File: src/include/ccb_pkg.sv
package ccb_pkg;

  // ------------------------------------------------------------
  // Operation codes handed over by the instruction decoder
  // ------------------------------------------------------------
  typedef enum logic [5:0] {
    OP_PUSH_A, OP_PUSH_AH, OP_PUSH_PS, OP_PUSH_LIST,
    OP_POP_A, OP_POP_AH, OP_POP_PS, OP_POP_LIST,
    OP_AND_CCR, OP_OR_CCR, OP_MOV_RP, OP_MOV_ILM,
    OP_EFFECTIVE_ADDRESS_MOVE_RW, OP_EFFECTIVE_ADDRESS_MOVE_A, OP_MOV_A_BANK,
    OP_PFX_ADB, OP_PFX_DTB, OP_PFX_PCB, OP_PFX_SPB, OP_PFX_NCC, OP_PFX_CMR,
    OP_LIM_UPPER, OP_LIM_LOWER, OP_CHECK_ON, OP_CHECK_OFF,
    OP_SCAN, OP_SCAN_X2, OP_SCAN_X4,
    OP_BIT_TO_A, OP_A_TO_BIT, OP_BIT_SET, OP_BIT_CLR,
    OP_BR_CLEAR, OP_BR_SET, OP_TEST_SET_BR, OP_WAIT_HIGH, OP_WAIT_LOW
  } ccb_op_t;

  // Bank register selected by a bank-to-accumulator move.
  typedef enum logic [2:0] {
    BANK_PCB, BANK_ADB, BANK_SSB, BANK_USB, BANK_SPB, BANK_DTB, BANK_DPR
  } ccb_bank_t;

  // ------------------------------------------------------------
  // Access space codes, field positions, stack step
  // ------------------------------------------------------------
  localparam logic [2:0] SPACE_DEF = 3'h0;
  localparam logic [2:0] SPACE_ADB = 3'h1;
  localparam logic [2:0] SPACE_DTB = 3'h2;
  localparam logic [2:0] SPACE_PCB = 3'h3;
  localparam logic [2:0] SPACE_SPB = 3'h4;
  localparam int CCR_I = 6;
  localparam int CCR_S = 5;
  localparam int CCR_T = 4;
  localparam int CCR_N = 3;
  localparam int CCR_Z = 2;
  localparam int CCR_V = 1;
  localparam int CCR_C = 0;
  localparam int PS_ILM_LSB = 13;
  localparam int PS_RP_LSB = 8;
  localparam logic [15:0] STACK_STEP = 16'h0002;

  // ------------------------------------------------------------
  // Cycle counts
  // ------------------------------------------------------------
  localparam logic [5:0] CYC_STACK = 6'h03;
  localparam logic [5:0] CYC_LIST_BASE = 6'h03;
  localparam logic [5:0] CYC_LIST_PER = 6'h04;
  localparam logic [5:0] CYC_CCR = 6'h03;
  localparam logic [5:0] CYC_IMM8 = 6'h02;
  localparam logic [5:0] CYC_EA_RW_REG = 6'h03;
  localparam logic [5:0] CYC_EA_RW_MEM = 6'h02;
  localparam logic [5:0] CYC_EA_A_REG = 6'h02;
  localparam logic [5:0] CYC_EA_A_MEM = 6'h01;
  localparam logic [5:0] CYC_BANK_FAST = 6'h01;
  localparam logic [5:0] CYC_BANK_DTB = 6'h02;
  localparam logic [5:0] CYC_BANK_DPR = 6'h03;
  localparam logic [5:0] CYC_PREFIX = 6'h01;
  localparam logic [5:0] CYC_CHECK = 6'h02;
  localparam logic [5:0] CYC_SCAN_ZERO = 6'h03;
  localparam logic [5:0] CYC_SCAN_SET = 6'h05;
  localparam logic [5:0] CYC_BIT_READ = 6'h03;
  localparam logic [5:0] CYC_RMW = 6'h04;
  localparam logic [5:0] CYC_BR_TAKEN = 6'h05;
  localparam logic [5:0] CYC_BR_NOT = 6'h04;
  localparam logic [5:0] CYC_TSB_TAKEN = 6'h07;
  localparam logic [5:0] CYC_TSB_NOT = 6'h06;
  localparam logic [5:0] CYC_WAIT_HOLD = 6'h02;
  localparam logic [5:0] CYC_NEVER = 6'h3f;

  // ------------------------------------------------------------
  // Carriers
  // ------------------------------------------------------------
  typedef struct packed {
    ccb_op_t op;
    logic [15:0] imm;
    logic [7:0] list;
    logic [15:0] addr;
    logic [2:0] bp;
    logic [2:0] ridx;
    logic ea_reg;
    ccb_bank_t bank;
  } ccb_instr_t;

  typedef struct packed {
    logic req;
    logic we;
    logic byte_acc;
    logic [2:0] space;
    logic [15:0] addr;
    logic [15:0] wdata;
  } ccb_mem_t;

  typedef struct packed {
    logic we;
    logic [2:0] idx;
    logic [15:0] wdata;
  } ccb_rw_t;

  typedef struct packed {
    logic [2:0] space;
    logic no_flag_change_prefix;
    logic common_bank_prefix;
  } ccb_pfx_t;

  typedef struct packed {
    logic busy;
    logic done;
    logic branch;
    logic taken;
    logic [5:0] cnt;
    logic [5:0] tot;
    ccb_instr_t ins;
    logic [7:0] list;
    logic [31:0] acc;
    logic [15:0] sp;
    logic [2:0] interrupt_level_mask;
    logic [4:0] rp;
    logic [6:0] condition_code_byte;
    logic [15:0] lim_up;
    logic [15:0] lim_lo;
    logic chk_en;
    logic fault;
    ccb_pfx_t pfx;
    ccb_pfx_t cur;
    ccb_mem_t mem;
    ccb_rw_t rw;
  } ccb_state_t;

  localparam ccb_state_t STATE_RST = '0;

endpackage

File: src/ccb_exec.sv
`timescale 1ns/1ps
// Functional notes
// - Single push: stack pointer minus two, store, 3 cycles.
// - List push: two per register, 3+4n cycles.
// - Single pop: load, stack pointer plus two; status restores.
// - List pop restores each register, 3+4n cycles.
// - AND/OR immediate into condition byte, 3 cycles.
// - Bank pointer, level mask immediate loads, 2 cycles.
// - Effective address itself goes to destination, flags kept.
// - Bank move costs 1, 2 or 3 cycles.
// - One-cycle prefixes select bank space for next access.
// - One-cycle prefix suppresses flag updates of next instruction.
// - One-cycle prefix selects common register bank next.
// - Stack limit registers load 16-bit immediate, 2 cycles.
// - Two-cycle instructions enable, disable stack limit checking.
// - Scan writes set-bit position, optionally times two/four.
// - Bit read into accumulator, flags N Z, 3 cycles.
// - Accumulator into bit by read-modify-write, 4 cycles.
// - Bit set by read-modify-write, 4 cycles, flags kept.
// - Bit clear by read-modify-write, 4 cycles, flags kept.
// - Bit branches set Z; 5 taken, 4 not.
// - Test-and-set branch leaves bit set; 7 or 6 cycles.
// - Wait instructions stall until I/O bit matches.
module ccb_exec (
  input wire logic ref_clk,
  input wire logic rst,
  input wire logic start,
  input wire ccb_pkg::ccb_instr_t instr,
  input wire logic [15:0] ea,
  input wire logic [7:0] bank_rdata,
  input wire logic [15:0] rw_rdata,
  input wire logic [15:0] mem_rdata,
  output logic busy,
  output logic done,
  output logic branch,
  output ccb_pkg::ccb_mem_t mem,
  output ccb_pkg::ccb_rw_t rw,
  output logic [31:0] acc,
  output logic [15:0] sp,
  output logic [15:0] ps,
  output logic [15:0] stack_limit_upper,
  output logic [15:0] stack_limit_lower,
  output logic stack_check_en,
  output logic stack_fault,
  output logic [2:0] access_space,
  output logic common_bank_sel
);
  import ccb_pkg::*;

  ccb_state_t s_q;
  ccb_state_t s_d;
  logic [7:0] list_vec;
  logic [2:0] pick_raw;
  logic [2:0] pick;
  logic pick_any;
  logic [3:0] scan_pos;
  logic scan_any;
  logic is_pop_list;

  // ------------------------------------------------------------
  // Register list walk and bit scan
  // ------------------------------------------------------------
  // Pushes take the lowest register first, so pops must take the highest first.
  assign is_pop_list = (s_q.ins.op == OP_POP_LIST);
  always_comb begin
    for (int i = 0; i < 8; i++) begin
      list_vec[i] = is_pop_list ? s_q.list[7 - i] : s_q.list[i];
    end
  end
  assign pick = is_pop_list ? 3'(3'h7 - pick_raw) : pick_raw;

  ccb_lowbit #(.W(8), .IW(3)) u_list (.vec(list_vec), .idx(pick_raw), .any(pick_any));
  ccb_lowbit #(.W(16), .IW(4)) u_scan (.vec(s_q.acc[15:0]), .idx(scan_pos), .any(scan_any));

  // ------------------------------------------------------------
  // Execution sequencer
  // ------------------------------------------------------------
  // One pass through this process decides the next step of the running instruction.
  always_comb begin
    logic [3:0] n;
    logic bitv;
    logic hit;
    logic [7:0] byte_new;
    logic [7:0] pos;
    logic first;
    logic second;
    logic slot;
    logic slot_wr;
    n = 4'h0;
    bitv = 1'b0;
    hit = 1'b0;
    byte_new = 8'h00;
    pos = 8'h00;
    first = (s_q.cnt == 6'h01);
    second = (s_q.cnt == 6'h02);
    slot = (s_q.cnt >= 6'h03) && (s_q.cnt[1:0] == 2'b11);
    slot_wr = (s_q.cnt >= 6'h04) && (s_q.cnt[1:0] == 2'b00);
    s_d = s_q;
    s_d.done = 1'b0;
    s_d.branch = 1'b0;
    s_d.mem.req = 1'b0;
    s_d.mem.we = 1'b0;
    s_d.rw.we = 1'b0;
    for (int i = 0; i < 8; i++) begin
      n = n + 4'(instr.list[i]);
    end
    bitv = mem_rdata[s_q.ins.bp];
    byte_new = mem_rdata[7:0];
    // Limits are compared every cycle; a violation shows one cycle after it exists, as the fault is registered.
    s_d.fault = s_q.chk_en && ((s_q.sp > s_q.lim_up) || (s_q.sp < s_q.lim_lo));
    if (!s_q.busy) begin
      if (start) begin
        s_d.busy = 1'b1;
        s_d.cnt = 6'h01;
        s_d.ins = instr;
        s_d.list = instr.list;
        s_d.taken = 1'b0;
        unique case (instr.op)
          OP_PUSH_A, OP_PUSH_AH, OP_PUSH_PS, OP_POP_A, OP_POP_AH, OP_POP_PS:
            s_d.tot = CYC_STACK;
          OP_PUSH_LIST, OP_POP_LIST:
            s_d.tot = CYC_LIST_BASE + 6'(n) * CYC_LIST_PER;
          OP_AND_CCR, OP_OR_CCR: s_d.tot = CYC_CCR;
          OP_MOV_RP, OP_MOV_ILM: s_d.tot = CYC_IMM8;
          OP_EFFECTIVE_ADDRESS_MOVE_RW: s_d.tot = instr.ea_reg ? CYC_EA_RW_REG : CYC_EA_RW_MEM;
          OP_EFFECTIVE_ADDRESS_MOVE_A: s_d.tot = instr.ea_reg ? CYC_EA_A_REG : CYC_EA_A_MEM;
          OP_MOV_A_BANK: begin
            s_d.tot = (instr.bank == BANK_DTB) ? CYC_BANK_DTB :
                      (instr.bank == BANK_DPR) ? CYC_BANK_DPR : CYC_BANK_FAST;
          end
          OP_PFX_ADB, OP_PFX_DTB, OP_PFX_PCB, OP_PFX_SPB, OP_PFX_NCC, OP_PFX_CMR:
            s_d.tot = CYC_PREFIX;
          OP_LIM_UPPER, OP_LIM_LOWER, OP_CHECK_ON, OP_CHECK_OFF:
            s_d.tot = CYC_CHECK;
          OP_SCAN: s_d.tot = scan_any ? CYC_SCAN_SET : CYC_SCAN_ZERO;
          OP_SCAN_X2: s_d.tot = 6'((scan_any ? CYC_SCAN_SET : CYC_SCAN_ZERO) + 6'h01);
          OP_SCAN_X4: s_d.tot = 6'((scan_any ? CYC_SCAN_SET : CYC_SCAN_ZERO) + 6'h02);
          OP_BIT_TO_A: s_d.tot = CYC_BIT_READ;
          OP_A_TO_BIT, OP_BIT_SET, OP_BIT_CLR: s_d.tot = CYC_RMW;
          OP_BR_CLEAR, OP_BR_SET: s_d.tot = CYC_BR_NOT;
          OP_TEST_SET_BR: s_d.tot = CYC_TSB_NOT;
          OP_WAIT_HIGH, OP_WAIT_LOW: s_d.tot = CYC_NEVER;
        endcase
        // A prefix only records itself; any other instruction consumes what is pending.
        unique case (instr.op)
          OP_PFX_ADB: s_d.pfx.space = SPACE_ADB;
          OP_PFX_DTB: s_d.pfx.space = SPACE_DTB;
          OP_PFX_PCB: s_d.pfx.space = SPACE_PCB;
          OP_PFX_SPB: s_d.pfx.space = SPACE_SPB;
          OP_PFX_NCC: s_d.pfx.no_flag_change_prefix = 1'b1;
          OP_PFX_CMR: s_d.pfx.common_bank_prefix = 1'b1;
          default: begin
            s_d.cur = s_q.pfx;
            s_d.pfx = '0;
          end
        endcase
      end
    end else begin
      s_d.cnt = 6'(s_q.cnt + 6'h01);
      if (s_q.cnt == s_q.tot) begin
        s_d.busy = 1'b0;
        s_d.done = 1'b1;
        s_d.branch = s_q.taken;
        s_d.cur = '0;
      end
      s_d.mem.space = s_q.cur.space;
      s_d.mem.byte_acc = 1'b0;
      unique case (s_q.ins.op)
        OP_PUSH_A, OP_PUSH_AH, OP_PUSH_PS: begin
          if (first) begin
            s_d.sp = s_q.sp - STACK_STEP;
            s_d.mem = '{1'b1, 1'b1, 1'b0, SPACE_SPB, s_q.sp - STACK_STEP, 16'h0000};
            s_d.mem.wdata = (s_q.ins.op == OP_PUSH_A) ? s_q.acc[15:0] :
                            (s_q.ins.op == OP_PUSH_AH) ? s_q.acc[31:16] : ps;
          end
        end
        OP_PUSH_LIST: begin
          if (slot && pick_any) begin
            s_d.rw.idx = pick;
            s_d.list[pick] = 1'b0;
          end
          if (slot_wr) begin
            s_d.sp = s_q.sp - STACK_STEP;
            s_d.mem = '{1'b1, 1'b1, 1'b0, SPACE_SPB, s_q.sp - STACK_STEP, rw_rdata};
          end
        end
        OP_POP_A, OP_POP_AH, OP_POP_PS: begin
          if (first) begin
            s_d.mem = '{1'b1, 1'b0, 1'b0, SPACE_SPB, s_q.sp, 16'h0000};
          end
          if (second) begin
            s_d.sp = s_q.sp + STACK_STEP;
            if (s_q.ins.op == OP_POP_A) begin
              s_d.acc = {s_q.acc[15:0], mem_rdata};
            end else if (s_q.ins.op == OP_POP_AH) begin
              s_d.acc[31:16] = mem_rdata;
            end else begin
              s_d.interrupt_level_mask = mem_rdata[PS_ILM_LSB +: 3];
              s_d.rp = mem_rdata[PS_RP_LSB +: 5];
              s_d.condition_code_byte = mem_rdata[6:0];
            end
          end
        end
        OP_POP_LIST: begin
          if (slot && pick_any) begin
            s_d.rw.idx = pick;
            s_d.list[pick] = 1'b0;
            s_d.mem = '{1'b1, 1'b0, 1'b0, SPACE_SPB, s_q.sp, 16'h0000};
          end
          if (slot_wr) begin
            s_d.sp = s_q.sp + STACK_STEP;
            s_d.rw.we = 1'b1;
            s_d.rw.wdata = mem_rdata;
          end
        end
        OP_AND_CCR: if (first) s_d.condition_code_byte = s_q.condition_code_byte & s_q.ins.imm[6:0];
        OP_OR_CCR: if (first) s_d.condition_code_byte = s_q.condition_code_byte | s_q.ins.imm[6:0];
        OP_MOV_RP: if (first) s_d.rp = s_q.ins.imm[4:0];
        OP_MOV_ILM: if (first) s_d.interrupt_level_mask = s_q.ins.imm[2:0];
        OP_EFFECTIVE_ADDRESS_MOVE_RW: begin
          if (first) begin
            s_d.rw = '{1'b1, s_q.ins.ridx, ea};
          end
        end
        OP_EFFECTIVE_ADDRESS_MOVE_A: if (first) s_d.acc[15:0] = ea;
        OP_MOV_A_BANK: begin
          if (first) begin
            s_d.acc[15:0] = {8'h00, bank_rdata};
            if (!s_q.cur.no_flag_change_prefix) begin
              s_d.condition_code_byte[CCR_N] = bank_rdata[7];
              s_d.condition_code_byte[CCR_Z] = (bank_rdata == 8'h00);
            end
          end
        end
        OP_PFX_ADB, OP_PFX_DTB, OP_PFX_PCB, OP_PFX_SPB, OP_PFX_NCC, OP_PFX_CMR: ;
        OP_LIM_UPPER: if (first) s_d.lim_up = s_q.ins.imm;
        OP_LIM_LOWER: if (first) s_d.lim_lo = s_q.ins.imm;
        OP_CHECK_ON: if (first) s_d.chk_en = 1'b1;
        OP_CHECK_OFF: if (first) s_d.chk_en = 1'b0;
        OP_SCAN, OP_SCAN_X2, OP_SCAN_X4: begin
          if (first) begin
            pos = {4'h0, scan_pos};
            if (s_q.ins.op == OP_SCAN_X2) pos = {3'h0, scan_pos, 1'b0};
            if (s_q.ins.op == OP_SCAN_X4) pos = {2'h0, scan_pos, 2'b00};
            s_d.acc[15:0] = {8'h00, pos};
            if (!s_q.cur.no_flag_change_prefix) s_d.condition_code_byte[CCR_Z] = !scan_any;
          end
        end
        OP_WAIT_HIGH, OP_WAIT_LOW: begin
          hit = (s_q.ins.op == OP_WAIT_HIGH) ? bitv : !bitv;
          s_d.mem = '{1'b1, 1'b0, 1'b1, s_q.cur.space, s_q.ins.addr, 16'h0000};
          s_d.cnt = CYC_WAIT_HOLD;
          // The read repeats every cycle; nothing bounds how long the bit takes.
          if (second && hit) begin
            s_d.mem.req = 1'b0;
            s_d.busy = 1'b0;
            s_d.done = 1'b1;
            s_d.cur = '0;
          end
        end
        default: begin
          // All remaining operations read one byte, then act on the addressed bit.
          if (first) begin
            s_d.mem = '{1'b1, 1'b0, 1'b1, s_q.cur.space, s_q.ins.addr, 16'h0000};
          end
          if (second) begin
            unique case (s_q.ins.op)
              OP_BIT_TO_A: begin
                s_d.acc[15:0] = {8'h00, {8{bitv}}};
                hit = 1'b0;
              end
              OP_A_TO_BIT: hit = 1'b1;
              OP_BIT_SET, OP_BIT_CLR: hit = 1'b1;
              OP_BR_CLEAR: begin
                s_d.taken = !bitv;
                s_d.tot = bitv ? CYC_BR_NOT : CYC_BR_TAKEN;
              end
              OP_BR_SET: begin
                s_d.taken = bitv;
                s_d.tot = bitv ? CYC_BR_TAKEN : CYC_BR_NOT;
              end
              default: begin
                s_d.taken = bitv;
                s_d.tot = bitv ? CYC_TSB_TAKEN : CYC_TSB_NOT;
                hit = 1'b1;
              end
            endcase
            byte_new[s_q.ins.bp] = (s_q.ins.op == OP_BIT_CLR) ? 1'b0 :
                                   (s_q.ins.op == OP_A_TO_BIT) ? (s_q.acc[7:0] != 8'h00) :
                                   1'b1;
            if (hit) begin
              s_d.mem = '{1'b1, 1'b1, 1'b1, s_q.cur.space, s_q.ins.addr, {8'h00, byte_new}};
            end
            // Flag updates: only the moves and the branches touch N or Z.
            if (!s_q.cur.no_flag_change_prefix) begin
              if (s_q.ins.op == OP_BIT_TO_A) begin
                s_d.condition_code_byte[CCR_N] = bitv;
                s_d.condition_code_byte[CCR_Z] = !bitv;
              end else if (s_q.ins.op == OP_A_TO_BIT) begin
                s_d.condition_code_byte[CCR_N] = s_q.acc[7];
                s_d.condition_code_byte[CCR_Z] = (s_q.acc[7:0] == 8'h00);
              end else if (s_q.ins.op != OP_BIT_SET && s_q.ins.op != OP_BIT_CLR) begin
                s_d.condition_code_byte[CCR_Z] = !bitv;
              end
            end
          end
        end
      endcase
    end
  end

  always_ff @(posedge ref_clk) begin
    if (rst) begin
      s_q <= STATE_RST;
    end else begin
      s_q <= s_d;
    end
  end

  // ------------------------------------------------------------
  // Outputs
  // ------------------------------------------------------------
  assign busy = s_q.busy;
  assign done = s_q.done;
  assign branch = s_q.branch;
  assign mem = s_q.mem;
  assign rw = s_q.rw;
  assign acc = s_q.acc;
  assign sp = s_q.sp;
  assign ps = {s_q.interrupt_level_mask, s_q.rp, 1'b0, s_q.condition_code_byte};
  assign stack_limit_upper = s_q.lim_up;
  assign stack_limit_lower = s_q.lim_lo;
  assign stack_check_en = s_q.chk_en;
  assign stack_fault = s_q.fault;
  assign access_space = s_q.cur.space;
  assign common_bank_sel = s_q.cur.common_bank_prefix;

  logic go;
  assign go = start && !s_q.busy;

  function automatic logic ccr_match(input logic [6:0] a, input logic [6:0] b);
    return a == b;
  endfunction
endmodule

File: src/ccb_lowbit.sv
`timescale 1ns/1ps
// Finds the lowest set bit of a vector; scanning downward lets the lowest win.
module ccb_lowbit #(
  parameter int W = 8,
  parameter int IW = 3
) (
  input wire logic [W-1:0] vec,
  output logic [IW-1:0] idx,
  output logic any
);
  always_comb begin
    idx = '0;
    any = 1'b0;
    for (int i = W - 1; i >= 0; i--) begin
      if (vec[i]) begin
        idx = IW'(i);
        any = 1'b1;
      end
    end
  end
endmodule

File: config.mk
export PLATFORM = sky130hd
export DESIGN_NAME = ccb_exec
export DESIGN_NICKNAME = d
export VERILOG_FILES = /design/src/include/ccb_pkg.sv /design/src/ccb_exec.sv /design/src/ccb_lowbit.sv
export SDC_FILE = /design/constraint.sdc
export NUM_CORES = 1
export LEC_CHECK = 0
export BUFFER_PORTS_ARGS = -buffer_cell sky130_fd_sc_hd__buf_2
export CAP_MARGIN = 10
export CORE_ASPECT_RATIO = 1.25
export CORE_MARGIN = 1
export CORE_UTILIZATION = 40
export CTS_BUF_LIST = sky130_fd_sc_hd__clkbuf_8
export CTS_CLUSTER_DIAMETER = 100
export DETAILED_ROUTE_END_ITERATION = 8
export PLACE_DENSITY = 0.66
export SETUP_SLACK_MARGIN = 0.02
export SYNTH_ARGS = -nofsm -noshare
export SYNTH_HDL_FRONTEND = slang
export SYNTH_SLANG_ARGS = --single-unit
File: constraint.sdc
create_clock -name ref_clk -period 6.3 [get_ports ref_clk]
set_clock_uncertainty 0.05 [all_clocks]
set_input_delay 0 -clock ref_clk [delete_from_list [all_inputs] [get_ports ref_clk]]
set_output_delay 0 -clock ref_clk [all_outputs]
set_load 0.005 [all_outputs]
* After elaboration in Yosys (flattened, before gate mapping)
Index checks and enable logic that the tools add are counted.
** Word-level totals
- Flip-flop bits (word level) :: 245
- Input port bits :: 115
- Output and inout port bits :: 163
- Word-level logic and storage cells :: 426
** Cells by class
- Add/sub/neg operators :: 14
- Magnitude comparators :: 9
- Equality and inequality tests :: 108
- Multiplexer cells :: 164
- Bitwise gates (word level) :: 13
- Reductions and logical operators :: 76
** Operator list (count)
- 2-to-1 mux 38 bit :: 7
- case mux 38 bit (6 select lines) :: 1
- 2-to-1 mux 16 bit :: 14
- == test 6 x 5 -> 1 bit (second input constant) :: 32
- == test 6 x 4 -> 1 bit (second input constant) :: 16
- case mux 16 bit (5 select lines) :: 1
- case mux 6 bit (13 select lines) :: 1
- 2-to-1 mux 77 bit :: 1
- 2-to-1 mux 4 bit :: 16
- case mux 16 bit (4 select lines) :: 1
- 2-to-1 mux 1 bit :: 58
- == test 6 bit (second input constant) :: 9
- == test 6 x 3 -> 1 bit (second input constant) :: 8
- 2-to-1 mux 47 bit :: 1
- inequality test 2 bit (second input constant) :: 22
- 2-to-1 mux 3 bit :: 13
- 2-to-1 mux 5 bit :: 7
- 2-to-1 mux 8 bit :: 4
- case mux 16 bit (2 select lines) :: 1
- == test 6 x 2 -> 1 bit (second input constant) :: 5
- 2-to-1 mux 15 bit :: 2
- OR reduction 30 bit :: 1
- 2-to-1 mux 6 bit :: 4
- AND reduction 6 bit :: 4
- 74 further kinds :: 155

* Logic depth before layout (Yosys ltp)
- Depth after elaboration :: 21
- Mapped depth :: 11
- Mapped depth without buffers :: 10

* Hierarchy
A second synthesis with hierarchy kept.
** Second synthesis, totals
- Cells, all modules :: 1943
- Area, all modules :: 15074.5 µm²
** By module, submodules not included
- ccb_exec :: times used 1, cells each 1897, area each 14815.5 µm², seq. area each 4644.5 µm²
- ccb_lowbit (u_scan) :: times used 1, cells each 33, area each 178.9 µm², seq. area each 0.0 µm²
- ccb_lowbit (u_list) :: times used 1, cells each 13, area each 80.1 µm², seq. area each 0.0 µm²

* Worst setup path after synthesis
No wires, ideal clock.
- Path kind :: register -> register
- Start :: reg s_q (netlist bit sp[1])
- End :: reg s_q (netlist bit mem[29])
- Library setup time :: 0.117 ns
- Arrival :: 2.522 ns
- Data required time :: 6.133 ns
- Setup slack :: 3.611 ns
- Cell stages (with the launch flop) :: 9
- Buffers on the path :: 0
- Clock period less this slack :: 2.689 ns
- Path through :: dfxtp_1 -> inv_1 -> ha_1 -> or4b_2 -> nor3_1 -> nor3b_1 -> o21ai_0 -> a221o_1 -> a22o_1
** On the way
- Longest elaborated chain between the ends :: 3
- Elaborated cells between the ends (all ways) :: 4
- Those cells by class :: add/sub: 1; mux: 3
** Ends and longest elaborated chain
- from (decl) :: line ccb_exec.sv:50 : ccb_state_t s_q;
- from (signal assigned) :: line ccb_exec.sv:314 : s_q <= STATE_RST;
- from (signal assigned) :: line ccb_exec.sv:316 : s_q <= s_d;
- subtractor 16 x 2 -> 16 bit (*) :: line ccb_exec.sv:172, ccb_exec.sv:184
- 2-to-1 mux 38 bit (on tied branches) :: line ccb_exec.sv:182, ccb_exec.sv:170
- case mux 38 bit (6 select lines) (*) :: line ccb_exec.sv:168 : unique case (s_q.ins.op)
Mark *: on every way between the ends. The rest lies on a longest branch, timed or not. The select of a mux whose other input is x is not followed.
A chain may end at the register's enable or synchronous reset.

* Worst setup path after layout
- Start :: reg s_q[224] (netlist name)
- End :: reg s_q (netlist bit mem[4])
** On the way
- Longest elaborated chain between the ends :: 13
- Elaborated cells between the ends (all ways) :: 76
- Those cells by class :: eq/ne: 38; mux: 29; bitwise: 1; reduce/logical: 8
** Ends and longest elaborated chain
- == test 6 x 3 -> 1 bit :: line ccb_exec.sv:64, ccb_exec.sv:168
- 2-to-1 mux 1 bit :: line ccb_exec.sv:67 : list_vec[i] = is_pop_list ? s_q.list[7 - i] : s_q.list[i];
- 2-to-1 mux 1 bit (8 in a row) :: line ccb_lowbit.sv:15 : if (vec[i]) begin
- logical AND 1 bit :: line ccb_exec.sv:205 : if (slot && pick_any) begin
- inequality test 2 x 1 -> 1 bit (no line)
- AND reduction 6 bit (no line)
Parallel ways exist; a longest one is shown, timed or not. The select of a mux whose other input is x is not followed.

==> impl_metrics.json <==
{
  "status": "completed",
  "crit_path_max_fanout": 26,
  "detail_route.wl_per_cell_um": 21.0,
  "clock_power_share_pct": 37.6,
  "setup_viol": 0,
  "finalCriticalPeriod_ns": 4.39,
  "crit_path_end_kind": "flip-flop",
  "vdd.ir_drop.worst_mv": 0.170,
  "grt-ovfl-total": 0,
  "path_class": "flip-flop to flip-flop",
  "swShare_pct": 31.6,
  "grt_pass1_wl_um": 83600,
  "worst-endpoint-required_ns": 6.75,
  "setup_tns_ns": 0,
  "internal_power_uw": 2690,
  "holdCritPathClass": "input pin to flip-flop",
  "drt-vias-per-instance": 5.86,
  "net_switching_uw": 1240,
  "grt_antenna_before_repair": 1,
  "dp.cells": 2367,
  "worstSkewPairLatency_ns": 0.58,
  "fmax_mhz": 228,
  "die_width_um": 174,
  "drcViolationCount": 0,
  "crit_path_top_delay_cell": "sky130_fd_sc_hd__a222oi_1",
  "cts_root_buffer": "sky130_fd_sc_hd__clkbuf_8",
  "numCtsBuffers": 41,
  "cts_tree": "done",
  "design.core.area_um2": 36400,
  "finalNonFillerCells": 2571,
  "area_growth_pct": 18.0,
  "timing_hold_violations_final": 0,
  "floorplan.initialDensity_pct": 40.7,
  "static-leakage-power_uw": 0.00711,
  "async_sr_flop_fraction_pct": 0,
  "synth_mux_area_share_pct": 4.07,
  "first_drt_iteration_drcs": 1207,
  "row_count": 78,
  "postCtsSetupRepairBufs": 0,
  "port_buffers": 275,
  "power_per_cell_area_nw_per_um2": 225,
  "first_pass_iters": 6,
  "report.final.slew_viol_count": 0,
  "place_hpwl_um": 38000,
  "clock_sink_count": 232,
  "crit_chain": "buf_4 -> nand2_1 -> and2_1 -> a222oi_1 -> nand3_1 -> nor2_1 -> a221o_1 -> dlygate4sd3_1",
  "synth_warn": 0,
  "totalPowerFinal_uw": 3930,
  "diodes": 0,
  "post_synth_fa_ha_maj_area_fraction_pct": 3.83,
  "placement.setup.worst_slack_ns": 2.58,
  "cp-start-kind": "flip-flop",
  "hold_ws_ns": 0.0432,
  "route.vias.total": 15070,
  "yosysTopAreaCellShare_pct": 31.3,
  "synthesis.area_per_instance_um2": 7.90,
  "worst-endpoint-arrival_ns": 4.84,
  "postSynthRegisterBits": 232,
  "post-synth-top-area-cell": "sky130_fd_sc_hd__dfxtp_1",
  "die_span_in_y_um": 217,
  "post_synth_and_or_nand_nor_area_fraction_pct": 21.9,
  "die-area_um2": 37800,
  "slowest_delay_ns": 0.79,
  "clk_pin_slew_worst_paths_ns": 0.07,
  "critical_path.top_delay_family": "simple AND/OR/NAND/NOR gates",
  "fraction_of_layout_cells_with_a_size_suffix_above_1_pct": 19.1,
  "clock_tree.htree_level_count": 2,
  "synth_area_leaders": "sky130_fd_sc_hd__dfxtp_1 31%, sky130_fd_sc_hd__buf_4 8.1%, sky130_fd_sc_hd__nor2_1 5.1%, sky130_fd_sc_hd__nand2_1 4.9%, sky130_fd_sc_hd__a21oi_1 4.1%",
  "design.final.nets": 2223,
  "ioPinCount": 278,
  "globalRouteTotalUtil_pct": 27.9,
  "sequential_fraction_of_the_synthesis_area_pct": 31.3,
  "routabilityCongestion": 0.968,
  "routed_wirelength_um": 54100,
  "seq_power_share_pct": 40.6,
  "max-clock-path-buffers": 3,
  "syn-cell-area_um2": 14800,
  "maxCapViolations": 0,
  "fin_ws_ns": 1.91,
  "first_global_vias": 14839,
  "primary_ff_master_synth": "sky130_fd_sc_hd__dfxtp_1",
  "synth_top_family_by_area": "compound AO/OA/AOI/OAI gates",
  "drt.antenna.violating_nets": 0,
  "fin_crit_sh_pct": 69.7,
  "crit_buf_inv": 2,
  "grt_max_degree": 83,
  "maxSlewHeadroom_pct": 19.6,
  "synth-compound-area-share_pct": 23.7,
  "ys_types": 89,
  "post_synth_inst_count": 1876,
  "tightest_slew_ns": 1.20,
  "synth_enable_flop_cells": 0,
  "grt_setup_unrepaired": "false",
  "combPwrFrac_pct": 21.8,
  "share_of_the_synthesized_netlist_area_taken_by_xor_and_xnor_gates_pct": 2.01
}
[tightest hold or removal path, stage by stage]
cell	delay [ns]
sky130_fd_sc_hd__buf_2	0.10
sky130_fd_sc_hd__a222oi_1	0.10
sky130_fd_sc_hd__and2_1	0.17
sky130_fd_sc_hd__a311oi_1	0.24
[logic make-up after synthesis]
group	count (synthesis)
flip-flops	232
multiplexers	58
AO/OA/AOI/OAI	494
XOR/XNOR	34
buffers and inverters	348
adder cells (fa/ha/maj)	43
other	1
AND/OR/NAND/NOR	666
[cells in the mapped netlist, types with 6 or more instances]
cell type                   count
sky130_fd_sc_hd__xnor2_1       13
sky130_fd_sc_hd__a221oi_1       8
sky130_fd_sc_hd__a21o_1        10
sky130_fd_sc_hd__o211ai_1      12
sky130_fd_sc_hd__buf_2         29
sky130_fd_sc_hd__a221o_1       17
sky130_fd_sc_hd__a2111oi_0      7
sky130_fd_sc_hd__and3_1        11
sky130_fd_sc_hd__a22o_1        10
sky130_fd_sc_hd__a222oi_1       9
sky130_fd_sc_hd__a21oi_1      121
sky130_fd_sc_hd__dfxtp_1      232
sky130_fd_sc_hd__a311oi_1      32
sky130_fd_sc_hd__inv_1         59
sky130_fd_sc_hd__o31ai_1        8
sky130_fd_sc_hd__o21a_1         6
sky130_fd_sc_hd__nand3_1       51
sky130_fd_sc_hd__a21boi_0       6
sky130_fd_sc_hd__nor2_1       203
sky130_fd_sc_hd__nor2b_1       27
sky130_fd_sc_hd__nor3b_1        7
sky130_fd_sc_hd__buf_4        159
sky130_fd_sc_hd__mux2i_1       49
sky130_fd_sc_hd__or3_1          9
sky130_fd_sc_hd__nand4_1       16
sky130_fd_sc_hd__a211oi_1      42
sky130_fd_sc_hd__xor2_1        21
sky130_fd_sc_hd__and2_1        15
sky130_fd_sc_hd__o21ai_0       55
sky130_fd_sc_hd__nor3_1        37
sky130_fd_sc_hd__mux2_2         8
sky130_fd_sc_hd__nand2b_1      15
sky130_fd_sc_hd__nand2_1      192
sky130_fd_sc_hd__a31oi_1       19
sky130_fd_sc_hd__buf_1          6
sky130_fd_sc_hd__a22oi_1       39
sky130_fd_sc_hd__o22ai_1       10
sky130_fd_sc_hd__a211o_1       10
sky130_fd_sc_hd__clkbuf_1      92
sky130_fd_sc_hd__nand3b_1      10
sky130_fd_sc_hd__nor4_1        21
sky130_fd_sc_hd__o2bb2ai_1     21
sky130_fd_sc_hd__or4_1         11
sky130_fd_sc_hd__ha_1          39
[layout by cell type, fill, tap and decap left out, types with 13 or more instances in the layout]
master,count
sky130_fd_sc_hd__xnor2_1,13
sky130_fd_sc_hd__nand2_1,192
sky130_fd_sc_hd__inv_1,66
sky130_fd_sc_hd__nand2b_1,14
sky130_fd_sc_hd__a311oi_1,32
sky130_fd_sc_hd__dfxtp_1,232
sky130_fd_sc_hd__clkbuf_8,56
sky130_fd_sc_hd__nor2b_1,27
sky130_fd_sc_hd__dlygate4sd3_1,134
sky130_fd_sc_hd__o21ai_0,55
sky130_fd_sc_hd__o2bb2ai_1,21
sky130_fd_sc_hd__a221o_1,17
sky130_fd_sc_hd__a211oi_1,42
sky130_fd_sc_hd__xor2_1,21
sky130_fd_sc_hd__nor4_1,20
sky130_fd_sc_hd__a22oi_1,39
sky130_fd_sc_hd__mux2i_1,49
sky130_fd_sc_hd__nor3_1,36
sky130_fd_sc_hd__a21oi_1,121
sky130_fd_sc_hd__buf_4,23
sky130_fd_sc_hd__buf_2,274
sky130_fd_sc_hd__ha_1,39
sky130_fd_sc_hd__and2_1,15
sky130_fd_sc_hd__nand3_1,51
sky130_fd_sc_hd__nor2_1,200
sky130_fd_sc_hd__nand4_1,16
sky130_fd_sc_hd__a31oi_1,19
[stage by stage]
| step | cell area (um^2) | util, % |
|---|---|---|
| global route | 17500 | 48.0 |
| floorplan | 14800 | - |
| CTS | 17500 | 48.0 |
| detailed placement | 15300 | 42.0 |
| finish | 17500 | 48.0 |
| global placement | 15300 | 42.0 |
[registers in the layout, indices dropped and copies added, names as in the netlist]
register / cells
branch: 1
stack_limit_lower: 16
common_bank_sel: 1
access_space: 3
sp: 15
done: 1
s_q: 71
stack_check_en: 1
stack_limit_upper: 16
stack_fault: 1
ps: 15
acc: 32
rw: 20
busy: 1
mem: 38
[power groups by stage]
stage               Sequential [uW]  Combinational (uW)  Clock, uW
global route                   1600                 939       1570
global placement               1620                 762          0
finish                         1600                 856       1480
detailed placement             1630                 770          0
floorplan                      1580                 566          0
CTS                            1590                 840       1510
[routing by layer]
layer	wire, um	track usage [%]	vias to the layer above
met1	21500	32.9	7150
met5	0	0	-
met4	2790	15.5	0
li1	-	-	7029
met3	4120	5.31	165
met2	25700	47.6	726
[what timing repair did]
| item | CTS | global route |
|---|---|---|
| hold buffers | 134 | 0 |
| hold endpoints to repair | 152 | 0 |
| resized for setup | 0 | 0 |
| setup endpoints to repair | 0 | 0 |
[cell type report]
type / instances / area (um^2)
clock buffers: 56 / 771
clock inverters: 13 / 81.3
fillers: 3557 / 18900
inverters: 61 / 229
multi-input cells: 1297 / 8260
flip-flops and latches: 232 / 4640
well taps: 480 / 601
repair buffers: 432 / 2900
[final timing paths]
check                        startpoint                     to  slack, ns  depth (start not counted)
setup / recovery  s_q[224]$_SDFFE_PP0P_    mem[4]$_SDFFE_PP0P_       1.91                          8
hold / removal            bank_rdata[0]    acc[0]$_SDFFE_PP0P_       0.04                          4
setup reg to reg  s_q[224]$_SDFFE_PP0P_    mem[4]$_SDFFE_PP0P_       1.91                          8
hold reg to reg   s_q[228]$_SDFFE_PP0P_  s_q[228]$_SDFFE_PP0P_       0.41                          2
No activity file was read; power rests on OpenSTA's default activity.
